File: src/wsc_pkg.sv
// package: constants, register map and carrier types of the reference window and align cal
package wsc_pkg;

  // ==========================================================
  // bus and field widths
  localparam int ADDR_W = 12;          // register port address width
  localparam int DATA_W = 8;           // register port data width
  localparam int NUM_POS = 24;         // candidate capture phases reported
  localparam int SEL_W = 4;            // selector reaches the first sixteen phases
  localparam int CODE_W = 8;           // coarse and fine delay code width (256 settings)
  localparam int EDGE_W = 4;           // edges-per-step count width
  localparam int SYNC_W = NUM_POS + 2; // pins passed through the synchroniser

  // ==========================================================
  // register offsets
  localparam logic [ADDR_W-1:0] OFS_CLK_CTRL = 12'h029;   // phase select, step, single channel
  localparam logic [ADDR_W-1:0] OFS_WIN_RESTART = 12'h02b; // write restarts the detector
  localparam logic [ADDR_W-1:0] OFS_FLAGS_LOW = 12'h02c;
  localparam logic [ADDR_W-1:0] OFS_FLAGS_MID = 12'h02d;
  localparam logic [ADDR_W-1:0] OFS_FLAGS_HIGH = 12'h02e;
  localparam logic [ADDR_W-1:0] OFS_DLY_INV = 12'h030;
  localparam logic [ADDR_W-1:0] OFS_DLY_COARSE = 12'h031;
  localparam logic [ADDR_W-1:0] OFS_DLY_FINE = 12'h032;
  localparam logic [ADDR_W-1:0] OFS_CAL_EN = 12'h033;
  localparam logic [ADDR_W-1:0] OFS_CAL_CFG = 12'h034;
  localparam logic [ADDR_W-1:0] OFS_CAL_STATUS = 12'h035;
  localparam logic [ADDR_W-1:0] OFS_RES_INV = 12'h036;
  localparam logic [ADDR_W-1:0] OFS_RES_COARSE = 12'h037;
  localparam logic [ADDR_W-1:0] OFS_RES_FINE = 12'h038;

  // ==========================================================
  // field positions
  localparam int CTRL_SEL_LSB = 0;
  localparam int CTRL_FINE_BIT = 4;
  localparam int CTRL_SCM_BIT = 5;
  localparam int STAT_DONE_BIT = 0;
  localparam int STAT_VALID_BIT = 1;
  localparam int STAT_BUSY_BIT = 2;
  localparam int POS_LOW_BIT = 0;
  localparam int POS_HIGH_BIT = NUM_POS - 1;

  // ==========================================================
  // reset values and limits
  localparam logic [DATA_W-1:0] ZERO_BYTE = 8'h00;
  localparam logic [SEL_W-1:0] SEL_RESET = 4'h0;
  localparam logic [CODE_W-1:0] CODE_ZERO = 8'h00;
  localparam logic [CODE_W-1:0] CODE_MAX = 8'hFF;
  localparam logic [EDGE_W-1:0] CFG_RESET = 4'h3;     // edges watched per search step
  localparam logic [EDGE_W-1:0] EDGE_ONE = 4'h1;
  localparam logic [1:0] VALID_EDGES = 2'h3;          // reference edges before flags are valid
  localparam logic [1:0] EDGE_CNT_ONE = 2'h1;

  // ==========================================================
  // carriers
  typedef struct packed {
    logic [ADDR_W-1:0] addr;
    logic [DATA_W-1:0] wdata;
    logic wr;
    logic rd;
  } wsc_bus_t;

  typedef struct packed {
    logic inv;
    logic [CODE_W-1:0] coarse;
    logic [CODE_W-1:0] fine;
  } wsc_delay_t;

  typedef enum logic [1:0] {CAL_IDLE, CAL_SETTLE, CAL_PICK, CAL_DONE} wsc_cal_state_t;

endpackage

File: src/wsc_sync.sv
// module: two-flop synchroniser for a group of pin levels
module wsc_sync #(
  parameter int W = 1
) (
  // clock and reset
  input wire logic clk,
  input wire logic reset,
  // levels
  input wire logic [W-1:0] din,
  output logic [W-1:0] dout
);

  // ==========================================================
  // state: first stage is read only by the second stage
  typedef struct packed {
    logic [W-1:0] meta;
    logic [W-1:0] stable;
  } wsc_sync_st_t;

  wsc_sync_st_t st_r;
  wsc_sync_st_t st_nxt;

  // next state
  always_comb begin
    st_nxt = st_r;
    st_nxt.meta = din;
    st_nxt.stable = st_r.meta;
  end

  // registers
  always_ff @(posedge clk) begin
    if (reset) begin
      st_r <= '0;
    end else begin
      st_r <= st_nxt;
    end
  end

  assign dout = st_r.stable;

endmodule

File: src/wsc_window_cell.sv
// module: one sticky setup/hold violation flag of the capture window map
module wsc_window_cell (
  // clock and reset
  input wire logic clk,
  input wire logic reset,
  // control
  input wire logic clear,
  // neighbouring phase samples of the reference
  input wire logic lo,
  input wire logic mid,
  input wire logic hi,
  // result
  output logic flag
);

  // ==========================================================
  // state
  typedef struct packed {
    logic flag;
  } wsc_cell_st_t;

  wsc_cell_st_t st_r;
  wsc_cell_st_t st_nxt;

  // a transition landing next to this phase means the phase is marginal
  always_comb begin
    st_nxt = st_r;
    if ((mid != lo) || (mid != hi)) begin
      st_nxt.flag = 1'b1;       // set wins over a clear in the same cycle
    end else if (clear) begin
      st_nxt.flag = 1'b0;
    end
  end

  // registers
  always_ff @(posedge clk) begin
    if (reset) begin
      st_r <= '0;
    end else begin
      st_r <= st_nxt;
    end
  end

  assign flag = st_r.flag;

endmodule

File: src/wsc_sysref_align.sv
// module: timing reference capture, window detector and automatic aperture alignment
// What this block and its host must do
// RQ1: capture reference on a deterministic clock edge
// RQ2: single-channel mode samples on both edges
// RQ3: window flags valid after three reference edges
// RQ4: flag one marks a marginal capture phase
// RQ5: lowest and highest flags always read one
// RQ6: 24 flags, selector reaches only 16
// RQ7: selector index picks the delayed capture clock
// RQ8: step option zero coarse, one fine
// RQ9: host picks fine step above 3GHz
// RQ10: host applies clock, programs device first
// RQ11: reference stays periodic during alignment calibration
// RQ12: host writes config before calibration enable
// RQ13: enable starts search for falling-edge alignment
// RQ14: search coarse codes on both clock polarities
// RQ15: done flag raised when search ends
// RQ16: found delay readable in result field
// RQ17: found delay stays applied while enabled
// RQ18: host may write stored delay directly
// RQ19: host pauses converter calibration during search
// RQ20: host keeps phase selector zero during calibration
// RQ21: inversion, coarse, fine combine independently, 256 coarse and 256 fine codes
// RQ22: clearing enable drops done, returns host delay
//
// Design decision made here: the plain strobed port.
module wsc_sysref_align
  import wsc_pkg::*;
(
  // clock and reset
  input wire logic clk,
  input wire logic reset,
  // register port
  input wire wsc_pkg::wsc_bus_t bus,
  output logic [wsc_pkg::DATA_W-1:0] rdata,
  // reference sampled by each delayed clock phase, from the delay line
  input wire logic [wsc_pkg::NUM_POS-1:0] phase_samples,
  // reference sampled on the clock falling edge, used in single-channel mode
  input wire logic sysref_fall_sample,
  // phase detector: reference rises before the internal clock falling edge
  input wire logic align_early,
  // capture and delay-line controls
  output logic sysref_capture,
  output logic dual_edge_sampling,
  output logic [wsc_pkg::SEL_W-1:0] capture_phase_select,
  output logic window_step_fine,
  output wsc_pkg::wsc_delay_t aperture_delay
);

  // ==========================================================
  // state of the block
  typedef struct packed {
    logic [DATA_W-1:0] rdata;
    logic [SEL_W-1:0] phase_sel;
    logic step_fine;
    logic single_ch;
    wsc_delay_t host_dly;
    logic cal_en;
    logic [EDGE_W-1:0] cfg_edges;
    wsc_cal_state_t cal_state;
    wsc_delay_t search;
    logic [EDGE_W-1:0] step_edges;
    logic found0;
    logic [CODE_W-1:0] code0;
    logic found1;
    logic [CODE_W-1:0] code1;
    wsc_delay_t result;
    logic done;
    logic [1:0] ref_edges;
    logic ref_prev;
    logic cap_prev;
    logic cap_pulse;
  } wsc_st_t;

  wsc_st_t st_r;
  wsc_st_t st_nxt;

  logic [SYNC_W-1:0] pins_s;          // synchronised pin levels
  logic [NUM_POS-1:0] ph_s;           // synchronised phase samples
  logic fall_s;                        // synchronised falling-edge sample
  logic early_s;                       // synchronised detector output
  logic [NUM_POS-1:0] cell_flag;       // raw sticky flags
  logic [NUM_POS-1:0] win_flags;       // flags as software sees them
  logic win_clear;                     // detector restart
  logic ref_rise;                      // reference rising edge at phase zero
  logic cap_now;                       // reference level at the chosen phase

  // ==========================================================
  // pin synchroniser: every pin is two flops away from logic
  wsc_sync #(
    .W(SYNC_W)
  ) u_sync (
    .clk(clk),
    .reset(reset),
    .din({align_early, sysref_fall_sample, phase_samples}),
    .dout(pins_s)
  );

  assign ph_s = pins_s[NUM_POS-1:0];
  assign fall_s = pins_s[NUM_POS];
  assign early_s = pins_s[NUM_POS+1];

  // ==========================================================
  // window detector: one cell per interior phase
  assign win_clear = bus.wr && (bus.addr == OFS_WIN_RESTART);

  genvar gi;
  generate
    for (gi = 1; gi < NUM_POS - 1; gi++) begin : g_cell
      wsc_window_cell u_cell (
        .clk(clk),
        .reset(reset),
        .clear(win_clear),
        .lo(ph_s[gi-1]),
        .mid(ph_s[gi]),
        .hi(ph_s[gi+1]),
        .flag(cell_flag[gi])
      );
    end
  endgenerate

  // end phases have no neighbour on one side, so they are never trusted
  assign cell_flag[POS_LOW_BIT] = 1'b1;   // RQ5
  assign cell_flag[POS_HIGH_BIT] = 1'b1;  // RQ5
  assign win_flags = cell_flag;           // RQ4

  // ==========================================================
  // capture at the selected delayed phase; dual edge adds the falling sample
  assign ref_rise = ph_s[0] && !st_r.ref_prev;
  assign cap_now = ph_s[st_r.phase_sel] || (st_r.single_ch && fall_s); // RQ7 RQ2

  // ==========================================================
  // next state: register port, detector edge count, capture, calibration
  always_comb begin
    st_nxt = st_r;
    st_nxt.ref_prev = ph_s[0];
    st_nxt.cap_prev = cap_now;
    // one pulse per reference rising edge, always on the same clock edge
    st_nxt.cap_pulse = cap_now && !st_r.cap_prev;  // RQ1

    // edge count for flag validity, saturating
    if (win_clear) begin
      st_nxt.ref_edges = '0;
    end else if (ref_rise && (st_r.ref_edges != VALID_EDGES)) begin
      st_nxt.ref_edges = st_r.ref_edges + EDGE_CNT_ONE;  // RQ3
    end

    // register writes
    if (bus.wr) begin
      case (bus.addr)
        OFS_CLK_CTRL: begin
          // selector field is four bits wide, so only phases 0..15 can be selected
          st_nxt.phase_sel = bus.wdata[CTRL_SEL_LSB +: SEL_W];  // RQ6
          st_nxt.step_fine = bus.wdata[CTRL_FINE_BIT];          // RQ8
          st_nxt.single_ch = bus.wdata[CTRL_SCM_BIT];           // RQ2
        end
        OFS_DLY_INV: st_nxt.host_dly.inv = bus.wdata[0];         // RQ21
        OFS_DLY_COARSE: st_nxt.host_dly.coarse = bus.wdata;      // RQ21
        OFS_DLY_FINE: st_nxt.host_dly.fine = bus.wdata;          // RQ21
        OFS_CAL_EN: st_nxt.cal_en = bus.wdata[0];
        OFS_CAL_CFG: st_nxt.cfg_edges = bus.wdata[EDGE_W-1:0];
        default: begin
        end
      endcase
    end

    // register reads, data stand one cycle later
    st_nxt.rdata = ZERO_BYTE;
    if (bus.rd) begin
      case (bus.addr)
        OFS_CLK_CTRL: begin
          st_nxt.rdata[CTRL_SEL_LSB +: SEL_W] = st_r.phase_sel;
          st_nxt.rdata[CTRL_FINE_BIT] = st_r.step_fine;
          st_nxt.rdata[CTRL_SCM_BIT] = st_r.single_ch;
        end
        OFS_FLAGS_LOW: st_nxt.rdata = win_flags[7:0];
        OFS_FLAGS_MID: st_nxt.rdata = win_flags[15:8];
        OFS_FLAGS_HIGH: st_nxt.rdata = win_flags[23:16];
        OFS_DLY_INV: st_nxt.rdata[0] = st_r.host_dly.inv;
        OFS_DLY_COARSE: st_nxt.rdata = st_r.host_dly.coarse;
        OFS_DLY_FINE: st_nxt.rdata = st_r.host_dly.fine;
        OFS_CAL_EN: st_nxt.rdata[0] = st_r.cal_en;
        OFS_CAL_CFG: st_nxt.rdata[EDGE_W-1:0] = st_r.cfg_edges;
        OFS_CAL_STATUS: begin
          st_nxt.rdata[STAT_DONE_BIT] = st_r.done;                          // RQ15
          st_nxt.rdata[STAT_VALID_BIT] = (st_r.ref_edges == VALID_EDGES);   // RQ3
          st_nxt.rdata[STAT_BUSY_BIT] = (st_r.cal_state == CAL_SETTLE)
                                        || (st_r.cal_state == CAL_PICK);
        end
        OFS_RES_INV: st_nxt.rdata[0] = st_r.result.inv;       // RQ16
        OFS_RES_COARSE: st_nxt.rdata = st_r.result.coarse;    // RQ16
        OFS_RES_FINE: st_nxt.rdata = st_r.result.fine;        // RQ16
        default: st_nxt.rdata = ZERO_BYTE;
      endcase
    end

    // alignment search
    case (st_r.cal_state)
      CAL_IDLE: begin
        st_nxt.done = 1'b0;
        if (st_r.cal_en) begin
          // start on the non-inverted polarity at the smallest coarse code
          st_nxt.search.inv = 1'b0;                 // RQ13
          st_nxt.search.coarse = CODE_ZERO;
          st_nxt.search.fine = st_r.host_dly.fine;
          st_nxt.step_edges = '0;
          st_nxt.found0 = 1'b0;
          st_nxt.found1 = 1'b0;
          st_nxt.cal_state = CAL_SETTLE;
        end
      end
      CAL_SETTLE: begin
        if (!st_r.cal_en) begin
          st_nxt.cal_state = CAL_IDLE;              // RQ22
        end else if (ref_rise) begin
          st_nxt.step_edges = st_r.step_edges + EDGE_ONE;
          // judge the setting only after the delay has settled for a few edges
          if ((st_r.step_edges + EDGE_ONE) >= st_r.cfg_edges) begin
            st_nxt.step_edges = '0;
            if (!early_s || (st_r.search.coarse == CODE_MAX)) begin
              // aligned (or code range exhausted) on this polarity
              if (!st_r.search.inv) begin
                st_nxt.found0 = !early_s;
                st_nxt.code0 = st_r.search.coarse;
                st_nxt.search.inv = 1'b1;           // RQ14
                st_nxt.search.coarse = CODE_ZERO;
              end else begin
                st_nxt.found1 = !early_s;
                st_nxt.code1 = st_r.search.coarse;
                st_nxt.cal_state = CAL_PICK;
              end
            end else begin
              st_nxt.search.coarse = st_r.search.coarse + 8'h01;
            end
          end
        end
      end
      CAL_PICK: begin
        // keep the polarity needing the smaller coarse code, less clock path loss
        st_nxt.result.fine = st_r.search.fine;
        if (st_r.found1 && (!st_r.found0 || (st_r.code1 < st_r.code0))) begin
          st_nxt.result.inv = 1'b1;                 // RQ14
          st_nxt.result.coarse = st_r.code1;
        end else begin
          st_nxt.result.inv = 1'b0;                 // RQ14
          st_nxt.result.coarse = st_r.code0;
        end
        st_nxt.done = 1'b1;                         // RQ15
        st_nxt.cal_state = CAL_DONE;
      end
      CAL_DONE: begin
        if (!st_r.cal_en) begin
          st_nxt.done = 1'b0;                       // RQ22
          st_nxt.cal_state = CAL_IDLE;
        end
      end
      default: st_nxt.cal_state = CAL_IDLE;
    endcase
  end

  // ==========================================================
  // registers
  always_ff @(posedge clk) begin
    if (reset) begin
      st_r <= '0;
      st_r.cfg_edges <= CFG_RESET;
      st_r.phase_sel <= SEL_RESET;
      st_r.cal_state <= CAL_IDLE;
    end else begin
      st_r <= st_nxt;
    end
  end

  // ==========================================================
  // outputs
  assign rdata = st_r.rdata;
  assign sysref_capture = st_r.cap_pulse;
  assign dual_edge_sampling = st_r.single_ch;     // RQ2
  assign capture_phase_select = st_r.phase_sel;   // RQ7
  assign window_step_fine = st_r.step_fine;       // RQ8

  // search setting while sweeping, found setting once done, host fields otherwise
  always_comb begin
    case (st_r.cal_state)
      CAL_SETTLE: aperture_delay = st_r.search;   // RQ13
      CAL_PICK: aperture_delay = st_r.search;
      CAL_DONE: aperture_delay = st_r.result;     // RQ17
      default: aperture_delay = st_r.host_dly;    // RQ22 RQ18
    endcase
  end

endmodule

File: config.mk
export PLATFORM = sky130hd
export DESIGN_NAME = wsc_sysref_align
export DESIGN_NICKNAME = d
export VERILOG_FILES = /design/src/wsc_pkg.sv /design/src/wsc_sync.sv /design/src/wsc_window_cell.sv /design/src/wsc_sysref_align.sv
export SDC_FILE = /design/constraint.sdc
export NUM_CORES = 1
export LEC_CHECK = 0
export ABC_CLOCK_PERIOD_IN_PS = 3300
export CORE_AREA = 4 4 132 121
export DETAILED_ROUTE_END_ITERATION = 8
export DIE_AREA = 0 0 136 125
export DONT_BUFFER_PORTS = 1
export PLACE_DENSITY = 0.76
export SLEW_MARGIN = 20
export SYNTH_ARGS = -nofsm -noshare
export SYNTH_HDL_FRONTEND = slang
export SYNTH_SLANG_ARGS = --single-unit
File: constraint.sdc
create_clock -name clk -period 3.3 [get_ports clk]
set_input_delay 0.66 -clock clk [delete_from_list [all_inputs] [get_ports clk]]
set_output_delay 0.66 -clock clk [all_outputs]
set_load 0.01 [all_outputs]
# After elaboration in Yosys (flattened, before gate mapping)
# Index checks and enable logic that the tools add are counted.
[totals]
regBits = 174
[op_classes]
add_sub_neg = 3
n_lt_le_gt_ge = 3
n_eq_ne = 77
muxes = 55
n_bitwise = 2
reduce_logical = 80
[op_table]
columns = ["operator", "count"]
rows = [
  ["$eq 12x6->1 const B", 14],
  ["$mux 22", 3],
  ["$reduce_bool 2->1", 23],
  ["$ne 1x1->1", 44],
  ["$mux 9", 4],
  ["$pmux 17 s2", 1],
  ["$reduce_and 6->1", 5],
  ["$logic_or 1x1->1", 26],
  ["$mux 1", 26],
  ["$mux 24", 1],
  ["$mux 11", 2],
  ["$pmux 2 s10", 1],
  ["$mux 18", 1],
  ["$pmux 9 s2", 1],
  ["$mux 8", 2],
  ["$pmux 2 s8", 1],
  ["$reduce_and 2->1", 8],
  ["$ne 2x2->1 const B", 7],
  ["$pmux 2 s7", 1],
  ["$reduce_and 7->1", 2],
  ["$pmux 1 s13", 1],
  ["$pmux 5 s2", 1],
  ["$ne 3x3->1 const B", 3],
  ["$pmux 1 s9", 1],
  ["other kinds (24)", 41],
]

# Longest topological paths before layout
[logic_depth]
depth_word = 7
mapped_depth = 10
depth_no_buf = 9

# Cells and area by module
# A second synthesis with hierarchy kept.
[unflattened]
hier_cells = 930
area_unflattened_um2 = 8290.5
[modules_own_cells]
columns = ["mod", "n_inst", "cells_per_inst", "area_per_inst_um2", "seq_area_each_um2"]
rows = [
  ["wsc_sysref_align", 1, 667, 5632.9, 2001.9],
  ["wsc_sync", 1, 109, 1391.3, 1041.0],
  ["wsc_window_cell", 22, 7, 57.6, 20.0],
]

# Worst setup path after synthesis
# Ideal clock, no wire load.
[synth_path]
path_kind = "reg2out"
start = "reg st_r[62] in the netlist's numbering"
end = "out aperture_delay[10] in the netlist's numbering"
arrival_ns = 1.639
required_time_ns = 2.640
slack_ns = 1.001
path_stages_with_launch = 7
path_buffers = 2
path_cell_list = "dfxtp_1 > inv_1 > ha_1 > clkbuf_1 > buf_1 > a22oi_1 > o21ai_0"
[synth_rtl]
columns = ["item", "line", "source"]
rows = [
  ["start: declaration", "wsc_sysref_align.sv:75", "wsc_st_t st_r;"],
  ["start signal: assignment", "wsc_sysref_align.sv:270", "st_r <= st_nxt;"],
  ["end: declaration", "wsc_sysref_align.sv:47", "output wsc_pkg::wsc_delay_t aperture_delay"],
]

==> out/metrics.yaml <==
timing:
  period_share: 0.881
  tightestPinTransition_ps: 773
  hold_viol: 0
  setup_viol: 0
  maxSlewViolCount: 0
  grt_setup_unrepaired: "no"
  fin_crit_ps: 2910
  fmax_mhz: 344
  max-slew-margin-rel: 0.484
  setup_ws_ps: 394
  finClkSkew_ps: 8.10
  setup_tns_ps: 0
place:
  dp_hpwl_um: 13400
  port_buffers: 0
  pre_cts_slack_ps: 540
  place_area_um2: 7870
  gp_congestion: 0.922
die:
  rows: 42
  coreArea_um2: 14600
  pin_count: 82
  die-height_um: 125
  initial_utilization: 0.540
  fp.dieW_um: 136
  fp.dieArea_um2: 17000
detailed_routing:
  drt_iter0_markers: 786
  antenna_left: 0
  drcViolationCount: 0
  routed_via_density: 5.96
  wl_um: 19300
  first_pass_iters: 5
  via_count: 6458
  routedWlPerCell_um: 17.8
critical_path:
  r2r_cells: 8
  slowest_delay_ps: 670
  crit_family: "adder cells"
  cp.required_ps: 2640
  endpoint_kind: "primary output"
  crit_fanout: 18
  cp.depth: 4
  r2r_slack_ps: 710
  crit_path_top_delay_cell: "ha_1"
  worstPathArrival_ps: 2250
  path_class: "reg2out"
  critPathLaunchType: "flop"
  worstPathCellList: "inv_1, ha_1, a22oi_1, o21ai_0"
  worstReg2RegStart: "st_r[62]"
  cp-endpoint: "aperture_delay[1]"
  cp_num_buf_inv: 1
  cp-startpoint: "st_r[62]"
  reg2reg_to: "st_r[60]"
layout:
  multi_input_area_um2: 3990
  nNetsFinal: 940
  fillers: 1290
  fin_util: 0.584
  final_cell_area_um2: 8490
  seqCellArea_um2: 3480
  drive_above_1_share: 0.0655
  area_growth_syn_to_layout_pct: 8.02
  antenna_cells: 0
cts:
  numCtsBuffers: 17
  post_cts_resized: 0
  tritoncts: "yes"
  clock_sinks: 174
  clk_latency_ps: 430
  root_buffer: "clkbuf_16"
  clk_pin_slew_ps: 60
  htreeDepth: 4
  post_cts_buffers: 0
  cts_hold_buf: 0
  clockBufferDepth: 2
power:
  leakage_nw: 3.09
  ir_drop_v: 0.000434
  pwr_density_cell_nw_per_um2: 525
global_routing:
  grt.overflow.total: 0
  grt_pass1_vias: 5908
  grt_max_degree: 160
  grtUsageTotal: 0.227
  antenna_found_initial: 0
  grt_pass1_wl_um: 30900
synth:
  syn_nets: 978
  ys_ff_latch: 174
  synth_enable_flop_cells: 0
  synth_cells: 910
  synth_warnings: 0
  async_reset_ff_frac: 0
  ys.flop_type: "dfxtp_1"
  syn-cell-area_um2: 7860
  yosysSeqAreaShare: 0.443
  syn_area_per_cell_um2: 8.64
  ys_types: 63
status:
  outcome: "complete, no violations"
worst_hold_path:
  hp-start: "reset"
  hold_class: "in2reg"
  min_path_cells: 1
job:
  max_cap_violations: 0
==> sequential cells by signal, summed over array words and instances, names as in the netlist, named ones only <==
register and flops:
window_step_fine 1, u_sync.dout 26, sysref_capture 1, rdata 8
capture_phase_select 4, u_sync.st_nxt 26, g_cell.u_cell.flag 22, st_r 84
dual_edge_sampling 1
==> report_power, final <==
group | switching, mW | internal [mW] | leakage (nW)
combinational | 0.0861 | 0.0727 | 1.37
clock | 0.862 | 1.23 | 0.297
sequential | 0.0446 | 2.16 | 1.42
total | 0.993 | 3.47 | 3.09
==> cell usage in the layout, fill, tap and decap left out, types with 3 or more instances in the layout <==
cell type  instances
a31oi_1            7
mux2i_1           44
clkinv_4           3
inv_1             21
nor2_1            74
clkbuf_16         17
inv_6              4
a21oi_1           53
bufinv_16          3
mux2_2             3
nand3_1           32
nor4_1             4
ha_1              18
mux4_2             4
a211o_1            3
nand4_1            4
or4_1              4
o21ai_0           43
o21a_1             4
a22oi_1           29
nor2b_1           64
nand2b_1           7
or3_1              4
a211oi_1           4
nor3_1            23
o22ai_1            4
buf_4             10
nand2_1          114
dfxtp_1          174
xor2_1             3
and3_1            23
a311oi_1           8
o31ai_1           25
a221oi_1           3
and2_1             4
a22o_1             4
==> kinds of logic after synthesis <==
group | count (synthesis) | share of synthesized area
flops | 174 | 0.443
mux | 51 | 0.0718
compound gates | 204 | 0.167
simple gates | 371 | 0.234
buf+inv | 88 | 0.0508
xor+xnor | 4 | 0.00446
fa+ha+maj | 18 | 0.0286
==> metal layers <==
layer	vias up	part of all wire	GRT usage
li1	3135	-	-
met1	2999	0.44	0.314
met2	293	0.45	0.350
met3	31	0.093	0.0482
met4	0	0.021	0.0848
met5	-	0	0
==> synth_stat cells, drive strengths merged, types with 4 or more instances <==
library cell  number  area (um2)
o21ai             44         220
a22o               4        35.0
or3                4        25.0
nand4              4        25.0
and3              23         144
and2               4        25.0
nor4               5        37.5
o31ai             25         188
ha                18         225
nor2              75         284
nand3             32         160
a21oi             53         265
a22oi             29         218
buf               32         188
nor3              23         115
mux4               4        90.1
a211oi             4        30.0
or4                5        41.3
nor2b             64         400
dfxtp            174        3480
o22ai              4        25.0
nand2            115         439
a311oi             8        70.1
a31oi              7        43.8
mux2i             44         440
o21a               4        30.0
clkbuf            35         133
nand2b             7        43.8
inv               21        78.8
==> per-stage QoR <==
step | std cells | total power, mW | hold slack [ps]
floorplan | 910 | 2.40 | 367
global placement | 1051 | 2.40 | 378
detailed placement | 1051 | 2.41 | 387
CTS | 1083 | 4.48 | 289
global route | 1083 | 4.61 | 281
finish | 1083 | 4.46 | 299
==> worst register-to-register path: cells and delay by family (launching register included) <==
kind                     cells  cell delay, ps
AND/OR/NAND/NOR              2             810
AO/OA/AOI/OAI                3             720
flip-flops                   1             360
adder cells (fa/ha/maj)      1             350
buffers and inverters        2             300
==> how the worst min path moves through the flow <==
stage / endpoint / slack (ps)
floorplan: sysref_capture / 370
global placement: sysref_capture / 380
detailed placement: sysref_capture / 390
CTS: u_sync.st_nxt[7] / 290
global route: u_sync.st_nxt[3] / 280
finish: u_sync.st_nxt[7] / 300
==> final cells by class <==
type                       instances  area share
multi-input combinational        648       0.470
inverter                          21     0.00928
timing repair buffer              10     0.00884
clock buffer                      19      0.0521
clock inverter                    13      0.0209
sequential                       174       0.410
tap                              198      0.0292
Power figures use the tool's default switching activity.
